[config.mk]
export PLATFORM = sky130hd
export DESIGN_NAME = radio_power_mode_control
export DESIGN_NICKNAME = d
export VERILOG_FILES = /design/src/radio_pm_pkg.sv /design/src/ps_calc_if.sv /design/src/ms_tick_gen.sv /design/src/ps_timing.sv /design/src/radio_power_mode_control.sv
export SDC_FILE = /design/constraint.sdc
export NUM_CORES = 1
export LEC_CHECK = 0
export BUFFER_PORTS_ARGS = -buffer_cell sky130_fd_sc_hd__buf_4
export CAP_MARGIN = 30
export CORE_MARGIN = 2
export CORE_UTILIZATION = 30
export DETAILED_ROUTE_END_ITERATION = 8
export PLACE_DENSITY = 0.45
export SYNTH_ARGS = -nofsm -noshare
export SYNTH_HDL_FRONTEND = slang
export SYNTH_SLANG_ARGS = --single-unit
[constraint.sdc]
create_clock -name core_clk -period 7.3 [get_ports core_clk]
set_input_delay 0.73 -clock core_clk [delete_from_list [all_inputs] [get_ports core_clk]]
set_output_delay 0.73 -clock core_clk [all_outputs]
set_load 0.01 [all_outputs]
[src/radio_pm_pkg.sv]
// Constants and types shared by the radio power and mode controller.
package radio_pm_pkg;

  // ==========================================================
  // Clock and time base
  localparam int unsigned CLK_PERIOD_NS = 5;
  localparam int unsigned MS_TIME_NS = 1000000;
  localparam int unsigned CYCLES_PER_MS = MS_TIME_NS / CLK_PERIOD_NS;

  // ==========================================================
  // Millisecond timing figures
  localparam int MS_W = 16;
  localparam logic [MS_W-1:0] SAFE_TOGGLE_MS = 16'd250;
  localparam logic [MS_W-1:0] SAFE_REBOOT_MS = 16'd5000;
  localparam logic [MS_W-1:0] WAKE_RESP_MS = 16'd30;
  localparam logic [MS_W-1:0] MARGIN_BASE_MS = 16'd60;
  localparam logic [MS_W-1:0] OVERLAP_EXTRA_MS = 16'd100;
  localparam int MARGIN_SHIFT = 3;
  localparam logic [MS_W-1:0] MS_ZERO = 16'h0000;
  localparam logic [MS_W-1:0] MS_ONE = 16'h0001;
  localparam logic [MS_W-1:0] MS_MAX = 16'hffff;

  // ==========================================================
  // Power save study counts
  localparam logic [2:0] STUDY_PACKETS = 3'd4;
  localparam logic [6:0] CYCLES_PER_STUDY = 7'd100;

  // ==========================================================
  // Bands and reported power state
  localparam int NUM_BANDS = 3;
  localparam logic [2:0] BAND_RESET = 3'h1;
  localparam logic [1:0] PWR_ON = 2'h0;
  localparam logic [1:0] PWR_OFF = 2'h1;
  localparam logic [1:0] PWR_LIGHT_SLEEP = 2'h2;
  localparam logic [1:0] PWR_SAVE = 2'h3;

  // ==========================================================
  // Controller states
  typedef enum logic [2:0] {
    ST_OFF,
    ST_ON,
    ST_LIGHT_SLEEP,
    ST_WAKE,
    ST_PS_SLEEP,
    ST_SAFE,
    ST_REBOOT
  } pm_state_t;

endpackage : radio_pm_pkg

[src/ps_calc_if.sv]
// Interface between the controller and its power save timing calculator.
`timescale 1ns/10ps
`default_nettype none
interface ps_calc_if;
  import radio_pm_pkg::*;
  logic [MS_W-1:0] tmin;
  logic [MS_W-1:0] ttx;
  logic [MS_W-1:0] margin;
  logic [MS_W+1:0] sleep_ms;
  logic sleep_positive;
  logic [MS_W+1:0] slot_min;
  logic [MS_W+1:0] slot_max;

  // ==========================================================
  // Controller side and calculator side
  modport ctrl (output tmin, output ttx, input margin, input sleep_ms, input sleep_positive,
                input slot_min, input slot_max);
  modport calc (input tmin, input ttx, output margin, output sleep_ms, output sleep_positive,
                output slot_min, output slot_max);
endinterface : ps_calc_if
`default_nettype wire

[src/ms_tick_gen.sv]
// Divider that makes a one-cycle pulse once per millisecond.
`timescale 1ns/10ps
`default_nettype none
module ms_tick_gen #(
  parameter int unsigned DIV = 200000
) (
  // Clock and reset
  input wire logic core_clk,
  input wire logic rst_n,
  // Tick out
  output logic tick
);
  localparam int CW = $clog2(DIV);
  localparam logic [CW-1:0] LAST = CW'(DIV - 1);
  logic [CW-1:0] count;

  // ==========================================================
  // Free running divider
  always_ff @(posedge core_clk) begin
    if (!rst_n) begin
      count <= '0;
      tick <= 1'b0;
    end else if (count == LAST) begin
      count <= '0;
      tick <= 1'b1;
    end else begin
      count <= count + 1'b1;
      tick <= 1'b0;
    end
  end
endmodule : ms_tick_gen
`default_nettype wire

[src/ps_timing.sv]
// Power save margin, sleep period and receive window arithmetic.
`timescale 1ns/10ps
`default_nettype none
module ps_timing
  import radio_pm_pkg::*;
(
  // Calculator side of the timing link
  ps_calc_if.calc pc
);
  logic [MS_W+1:0] tmin_x;
  logic [MS_W+1:0] margin_x;
  logic [MS_W+1:0] ttx_x;
  logic [MS_W+1:0] sleep_x;

  // ==========================================================
  // Extended arithmetic, two spare bits keep the sign of the sleep period
  always_comb begin
    tmin_x = {2'b00, pc.tmin};
    ttx_x = {2'b00, pc.ttx};
    margin_x = {2'b00, (pc.tmin >> MARGIN_SHIFT)} + {2'b00, MARGIN_BASE_MS};
    sleep_x = tmin_x - margin_x - ttx_x;
  end

  assign pc.margin = margin_x[MS_W-1:0];
  assign pc.sleep_ms = sleep_x;
  // Top bit set means the difference went negative
  assign pc.sleep_positive = !sleep_x[MS_W+1] && (sleep_x != '0);
  assign pc.slot_min = tmin_x - margin_x;
  assign pc.slot_max = tmin_x + margin_x + {2'b00, OVERLAP_EXTRA_MS};
endmodule : ps_timing
`default_nettype wire

[src/radio_power_mode_control.sv]
// Mode and power state controller of the radio transceiver module.
`timescale 1ns/10ps
`default_nettype none
module radio_power_mode_control
  import radio_pm_pkg::*;
#(
  parameter int unsigned CYCLES_MS = CYCLES_PER_MS
) (
  // Clock and reset
  input wire logic core_clk,
  input wire logic rst_n,
  // Module pins
  input wire logic module_enable_line,
  input wire logic port1_transmit_data_input,
  output logic status_indicator_pin,
  // Firmware events
  input wire logic fault_detect,
  input wire logic restart_cmd,
  input wire logic sleep_cmd,
  input wire logic power_save_enable,
  input wire logic rx_packet_ok,
  input wire logic [MS_W-1:0] tx_time_ms,
  // Band selection and configuration writes
  input wire logic band_select_valid,
  input wire logic [1:0] band_select_idx,
  input wire logic config_write,
  output logic [NUM_BANDS-1:0] active_band,
  output logic [NUM_BANDS-1:0] band_config_write,
  // Power and radio controls
  output logic radio_power_on,
  output logic radio_enable,
  output logic uart_power_on,
  output logic settings_reset,
  output logic cpu_reboot,
  output logic ok_response,
  output logic [1:0] power_state,
  output logic ps_study_done
);
  pm_state_t state;
  pm_state_t next_state;
  logic ms_tick;
  logic [MS_W-1:0] phase_ms;
  logic [MS_W-1:0] blink_ms;
  logic safe_blink;
  logic td_prev;
  logic td_change;
  logic [2:0] pkt_count;
  logic [MS_W-1:0] tmin;
  logic [MS_W-1:0] ms_since;
  logic [6:0] cycle_count;
  logic pkt_seen;
  logic ps_go_sleep;
  logic window_lost;
  logic study_clear;
  logic pkt_accept;
  ps_calc_if pc ();

  // ==========================================================
  // Time base and power save arithmetic
  ms_tick_gen #(
    .DIV(CYCLES_MS)
  ) u_tick (
    .core_clk(core_clk),
    .rst_n(rst_n),
    .tick(ms_tick)
  );

  assign pc.tmin = tmin;
  assign pc.ttx = tx_time_ms;

  ps_timing u_calc (
    .pc(pc)
  );

  // ==========================================================
  // Wake detection on the serial input
  // Inputs are synchronous, so any sampled change counts as a wake event
  always_ff @(posedge core_clk) begin
    if (!rst_n) begin
      td_prev <= 1'b1;
    end else begin
      td_prev <= port1_transmit_data_input;
    end
  end

  assign td_change = (td_prev != port1_transmit_data_input);

  // ==========================================================
  // Power save decisions
  // Sleep is decided one cycle after the packet so the fresh minimum is used
  assign ps_go_sleep = pkt_seen && power_save_enable && ps_study_done
                       && pc.sleep_positive;
  assign window_lost = ps_study_done && power_save_enable && (state == ST_ON)
                       && ({2'b00, ms_since} > pc.slot_max);
  assign pkt_accept = rx_packet_ok && radio_enable && power_save_enable;
  assign study_clear = !power_save_enable || (state == ST_OFF) || (state == ST_REBOOT)
                       || (state == ST_SAFE) || window_lost;

  // ==========================================================
  // Next state
  always_comb begin
    next_state = state;
    if (!module_enable_line) begin
      next_state = ST_OFF;
    end else begin
      unique case (state)
        ST_OFF: begin
          next_state = ST_ON;
        end
        ST_ON: begin
          if (fault_detect) begin
            next_state = ST_SAFE;
          end else if (restart_cmd) begin
            next_state = ST_REBOOT;
          end else if (sleep_cmd) begin
            next_state = ST_LIGHT_SLEEP;
          end else if (ps_go_sleep) begin
            next_state = ST_PS_SLEEP;
          end
        end
        ST_LIGHT_SLEEP: begin
          if (fault_detect) begin
            next_state = ST_SAFE;
          end else if (td_change) begin
            next_state = ST_WAKE;
          end
        end
        ST_WAKE: begin
          if (phase_ms >= WAKE_RESP_MS) begin
            next_state = ST_ON;
          end
        end
        ST_PS_SLEEP: begin
          if (fault_detect) begin
            next_state = ST_SAFE;
          end else if (restart_cmd) begin
            next_state = ST_REBOOT;
          end else if (!power_save_enable || ({2'b00, ms_since} >= pc.sleep_ms)) begin
            next_state = ST_ON;
          end
        end
        ST_SAFE: begin
          if (phase_ms >= SAFE_REBOOT_MS) begin
            next_state = ST_REBOOT;
          end
        end
        ST_REBOOT: begin
          next_state = ST_ON;
        end
      endcase
    end
  end

  // ==========================================================
  // State register
  always_ff @(posedge core_clk) begin
    if (!rst_n) begin
      state <= ST_OFF;
    end else begin
      state <= next_state;
    end
  end

  // ==========================================================
  // Time spent in the current state, in milliseconds
  always_ff @(posedge core_clk) begin
    if (!rst_n) begin
      phase_ms <= MS_ZERO;
    end else if (next_state != state) begin
      phase_ms <= MS_ZERO;
    end else if (ms_tick && (phase_ms != MS_MAX)) begin
      phase_ms <= phase_ms + MS_ONE;
    end
  end

  // ==========================================================
  // Safe mode blink
  always_ff @(posedge core_clk) begin
    if (!rst_n) begin
      blink_ms <= MS_ZERO;
      safe_blink <= 1'b0;
    end else if (state != ST_SAFE) begin
      blink_ms <= MS_ZERO;
      safe_blink <= 1'b0;
    end else if (ms_tick) begin
      if (blink_ms == SAFE_TOGGLE_MS - MS_ONE) begin
        blink_ms <= MS_ZERO;
        safe_blink <= !safe_blink;
      end else begin
        blink_ms <= blink_ms + MS_ONE;
      end
    end
  end

  // ==========================================================
  // Interval study: packet count, minimum interval, time since last packet
  always_ff @(posedge core_clk) begin
    if (!rst_n) begin
      pkt_count <= 3'd0;
      tmin <= MS_MAX;
      ms_since <= MS_ZERO;
      ps_study_done <= 1'b0;
      pkt_seen <= 1'b0;
    end else if (study_clear) begin
      pkt_count <= 3'd0;
      tmin <= MS_MAX;
      ms_since <= MS_ZERO;
      ps_study_done <= 1'b0;
      pkt_seen <= 1'b0;
    end else if (pkt_accept && (cycle_count == CYCLES_PER_STUDY)) begin
      // Restart keeps this packet as the first one of the new study
      pkt_count <= 3'd1;
      tmin <= MS_MAX;
      ms_since <= MS_ZERO;
      ps_study_done <= 1'b0;
      pkt_seen <= 1'b0;
    end else if (pkt_accept) begin
      pkt_seen <= 1'b1;
      ms_since <= MS_ZERO;
      if (pkt_count != 3'd0 && ms_since < tmin) begin
        tmin <= ms_since;
      end
      if (pkt_count != STUDY_PACKETS) begin
        pkt_count <= pkt_count + 3'd1;
      end
      if (pkt_count == STUDY_PACKETS - 3'd1) begin
        ps_study_done <= 1'b1;
      end
    end else begin
      pkt_seen <= 1'b0;
      if (ms_tick && (pkt_count != 3'd0) && (ms_since != MS_MAX)) begin
        ms_since <= ms_since + MS_ONE;
      end
    end
  end

  // ==========================================================
  // Completed sleep and wake cycles since the study finished
  always_ff @(posedge core_clk) begin
    if (!rst_n) begin
      cycle_count <= 7'd0;
    end else if (study_clear || !ps_study_done) begin
      cycle_count <= 7'd0;
    end else if (pkt_accept && (cycle_count == CYCLES_PER_STUDY)) begin
      cycle_count <= 7'd0;
    end else if ((state == ST_PS_SLEEP) && (next_state == ST_ON)) begin
      cycle_count <= cycle_count + 7'd1;
    end
  end

  // ==========================================================
  // Band selection; the band is a stored setting and survives off and reboot
  always_ff @(posedge core_clk) begin
    if (!rst_n) begin
      active_band <= BAND_RESET;
    end else if (band_select_valid && (state == ST_ON)
                 && (band_select_idx < 2'(NUM_BANDS))) begin
      active_band <= NUM_BANDS'(1) << band_select_idx;
    end
  end

  // Writes are steered to the active band alone
  always_ff @(posedge core_clk) begin
    if (!rst_n) begin
      band_config_write <= '0;
    end else begin
      band_config_write <= active_band & {NUM_BANDS{config_write && (state == ST_ON)}};
    end
  end

  // ==========================================================
  // Registered power, radio and indicator outputs
  always_ff @(posedge core_clk) begin
    if (!rst_n) begin
      radio_power_on <= 1'b0;
      radio_enable <= 1'b0;
      uart_power_on <= 1'b0;
      settings_reset <= 1'b1;
      status_indicator_pin <= 1'b0;
      power_state <= PWR_OFF;
    end else begin
      radio_power_on <= (next_state == ST_ON) || (next_state == ST_SAFE);
      // Radio traffic only while fully on; safe mode blocks it
      radio_enable <= (next_state == ST_ON);
      uart_power_on <= (next_state != ST_OFF) && (next_state != ST_REBOOT);
      settings_reset <= (next_state == ST_OFF);
      unique case (next_state)
        ST_OFF: begin
          status_indicator_pin <= 1'b0;
          power_state <= PWR_OFF;
        end
        ST_LIGHT_SLEEP, ST_WAKE: begin
          status_indicator_pin <= 1'b0;
          power_state <= PWR_LIGHT_SLEEP;
        end
        ST_PS_SLEEP: begin
          status_indicator_pin <= 1'b1;
          power_state <= PWR_SAVE;
        end
        ST_SAFE: begin
          status_indicator_pin <= safe_blink;
          power_state <= PWR_ON;
        end
        default: begin
          status_indicator_pin <= 1'b1;
          power_state <= PWR_ON;
        end
      endcase
    end
  end

  // ==========================================================
  // One-cycle event outputs
  always_ff @(posedge core_clk) begin
    if (!rst_n) begin
      ok_response <= 1'b0;
      cpu_reboot <= 1'b0;
    end else begin
      ok_response <= (state == ST_WAKE) && (next_state == ST_ON);
      cpu_reboot <= (next_state == ST_REBOOT) && (state != ST_REBOOT);
    end
  end

endmodule : radio_power_mode_control
`default_nettype wire

==> results.json <==
{
  "rr_startpoint": "pc.tmin[5]",
  "drtIter0Drc": 394,
  "ioPinCount": 45,
  "wl_per_cell_um": 15.6,
  "cts.sinks": 115,
  "path_clk_slew_ns": 0.06,
  "yosys.area.top_type": "dfxtp_1",
  "avgSynthCellArea_um2": 8.25,
  "seq_area_frac_synth_pct": 27.0,
  "hold_violations": 0,
  "relSlewSlack_pct": 42.8,
  "synth_seq_cells": 115,
  "cp_max_fo": 15,
  "n_antenna_cell": 0,
  "hold_class": "flip-flop to flip-flop",
  "drive_gt1_share_pct": 8.21,
  "grt_max_degree": 18,
  "rsz0062_at_grt": "no",
  "first_global_vias": 6918,
  "tightest_slew_ns": 0.858,
  "synth_compound_gate_area_share_pct": 15.0,
  "maxCapViolCount": 0,
  "synthCells": 1036,
  "r2r_end": "cycle_count[5]",
  "start_util_pct": 30.6,
  "outcome": "complete, no violations",
  "rr_worst_depth": 24,
  "fin_tns_setup_ns": 0,
  "slew_violations": 0,
  "critPathLaunchType": "flip-flop",
  "cts_root_buf": "clkbuf_16",
  "die_h_um": 173,
  "instances_no_fill": 1474,
  "drt-pass1-iter-count": 5,
  "area_growth_pct": 15.8,
  "drt-total-wl_um": 23000,
  "dp.cells": 1441,
  "grtUsageTotal_pct": 15.5,
  "period_share_pct": 88.0,
  "synth_top_family_by_area": "simple AND/OR/NAND/NOR gates",
  "grt_pass1_wl_um": 37200,
  "crit_cells": 24,
  "whs_path_depth": 1,
  "post-route-util_pct": 35.4,
  "cp_slowest_cell": "or4_1",
  "min_period_ns": 6.43,
  "cts_htree_levels": 4,
  "ant_nets": 0,
  "syn_area_um2": 8540,
  "synthXorXnorAreaFrac_pct": 9.64,
  "grt-ovfl-total": 0,
  "synth_fa_ha_area_share_pct": 18.9,
  "dpl.hpwl_um": 18000,
  "numCtsBuffers": 17,
  "clkLatencyLatePin_ns": 0.42,
  "num_rows": 61,
  "crit_type": "flip-flop to flip-flop",
  "die-area_um2": 29800,
  "rrSetupSlack_ns": 0.87,
  "cts_tree": "built",
  "post-cts-setup-buffers": 0,
  "gp_congestion": 0.856,
  "irDropWorstVdd_mv": 0.148,
  "cts-resized-gates": 0,
  "finalSetupViolations": 0,
  "hold_buffers": 0,
  "synth_edf_count": 0,
  "hold_start": "pc.tmin[2]",
  "yosys-top-cells-area": "dfxtp_1, ha_1, xor2_1",
  "clockBufferDepth": 2,
  "synth_top_area_share_pct": 27.0,
  "yosys.area_share.simple_pct": 24.1,
  "synth.area.mux_share_pct": 0.703,
  "endpoint_kind": "flip-flop",
  "yosys.cell_types.count": 63,
  "cp.required_ns": 7.65,
  "crit_start": "pc.tmin[5]",
  "min_to": "pc.tmin[2]",
  "skew_ns": 0.0162,
  "vias": 7277,
  "critPathTopFamily": "simple AND/OR/NAND/NOR gates",
  "clock.fmax_mhz": 156,
  "die_w_um": 173,
  "path_cells": "inv_1 > ha_1 > nand3_1 > nand3_1 > nor2_1 > xnor2_1 > fa_1 > inv_1 > ha_1 > a21oi_1 > o21ai_1 > mux2i_1 > o311ai_1 > ha_1 > nand2_1 > nor4_1 > a211o_1 > a211o_1 > inv_1 > o41ai_2 > o211ai_1 > or2_0 > or4_1 > a21boi_1",
  "avgViaCountPerCell": 4.94,
  "grt_antenna_before_repair": 0,
  "drc": 0,
  "powerDensity_nw_per_um2": 168,
  "n_fill_cell": 2973,
  "core_um2": 27900,
  "cp_slowest_stage_delay_ns": 0.61,
  "io_buffer_count": 44,
  "synth_warnings": 0,
  "path_buf_inv": 3,
  "synth-async-reset-ratio_pct": 0,
  "synth_ff_type": "dfxtp_1",
  "arrival_ns": 6.77,
  "syn-num-nets": 1185,
  "fin_nets": 1232,
  "p_leak_uw": 0.00429
}
-- cell families after synthesis --
group,after synthesis
buf+inv,105
flops,115
mux,6
simple gates,406
fa+ha+maj,120
xor+xnor,94
compound gates,190
-- worst max path at each step --
stage                     slack [ns]              to
after CTS                       0.86  cycle_count[5]
after global routing            0.37  cycle_count[5]
after floorplan                 2.03  cycle_count[4]
final                           0.87  cycle_count[5]
after global placement          0.93  cycle_count[5]
after detailed placement        0.90  cycle_count[5]
-- registers in the layout, summed over array words and instances (netlist names) --
name                  count
u_tick.count             18
blink_ms                 16
ms_since                 16
pc.tmin                  16
phase_ms                 16
cycle_count               7
active_band               3
band_config_write         3
pkt_count                 3
state                     3
power_state               2
cpu_reboot                1
ok_response               1
pkt_seen                  1
ps_study_done             1
radio_enable              1
radio_power_on            1
safe_blink                1
settings_reset            1
status_indicator_pin      1
td_prev                   1
u_tick.tick               1
uart_power_on             1
-- Yosys cell counts, types with 3 or more instances --
cell	instances
o21ai_0	23
inv_1	81
xor2_1	50
ha_1	105
xnor2_1	44
mux2i_1	6
a31oi_1	7
o311ai_0	4
dfxtp_1	115
nor4b_1	4
and4_1	11
nand4_1	23
a211oi_1	10
a211o_1	21
o21a_1	8
o211ai_1	8
a21oi_1	54
o31ai_1	3
nor3_1	26
nand3_1	39
a2111oi_0	3
or4_1	4
o2111ai_1	3
clkbuf_1	16
nor4_1	11
buf_1	3
or3_1	7
and2_1	13
nor2b_1	6
nand2_1	73
fa_1	15
nor2_1	115
and3_1	42
buf_2	4
a21o_1	20
nand3b_1	3
nand2b_1	17
o21ai_1	5
-- final cells by class --
cell class,instances,area [um2],area share (%)
timing repair buffer,51,383,3.87
clock inverter,14,154,1.56
multi-input combinational,816,5840,59.1
tap,378,473,4.78
clock buffer,18,429,4.34
sequential,115,2300,23.3
inverter,82,308,3.11
-- power by group --
group	internal, uW	switching [uW]
combinational	66.7	101
sequential	634	5.36
clock	507	343
total	1210	449
-- metrics by stage --
step | cell area (um2) | power, uW | setup WS [ns] | hold slack, ns
2_1_floorplan | 8540 | 760 | 2.03 | 0.430
3_3_place_gp | 9300 | 822 | 0.929 | 0.445
3_5_place_dp | 9300 | 819 | 0.899 | 0.449
4_1_cts | 9880 | 1680 | 0.864 | 0.463
5_1_grt | 9890 | 1720 | 0.375 | 0.492
6_report | 9890 | 1660 | 0.873 | 0.463
-- metal layers --
| layer | vias up | part of all wire [%] | GRT usage [%] |
|---|---|---|---|
| met2 | 86 | 44 | 24.3 |
| met3 | 17 | 2.1 | 2.07 |
| met1 | 3404 | 52 | 21.8 |
| li1 | 3770 | - | - |
| met4 | 0 | 1.8 | 5.16 |
| met5 | - | 0 | 0 |
-- layout by cell type (no fill, tap or decap), types with 39 or more instances in the layout --
master	count
nand2_1	73
nand3_1	39
and3_1	42
buf_4	51
xor2_1	50
dfxtp_1	115
inv_1	81
ha_1	105
a21oi_1	54
xnor2_1	44
nor2_1	115
(Power assumes the default switching activity.)
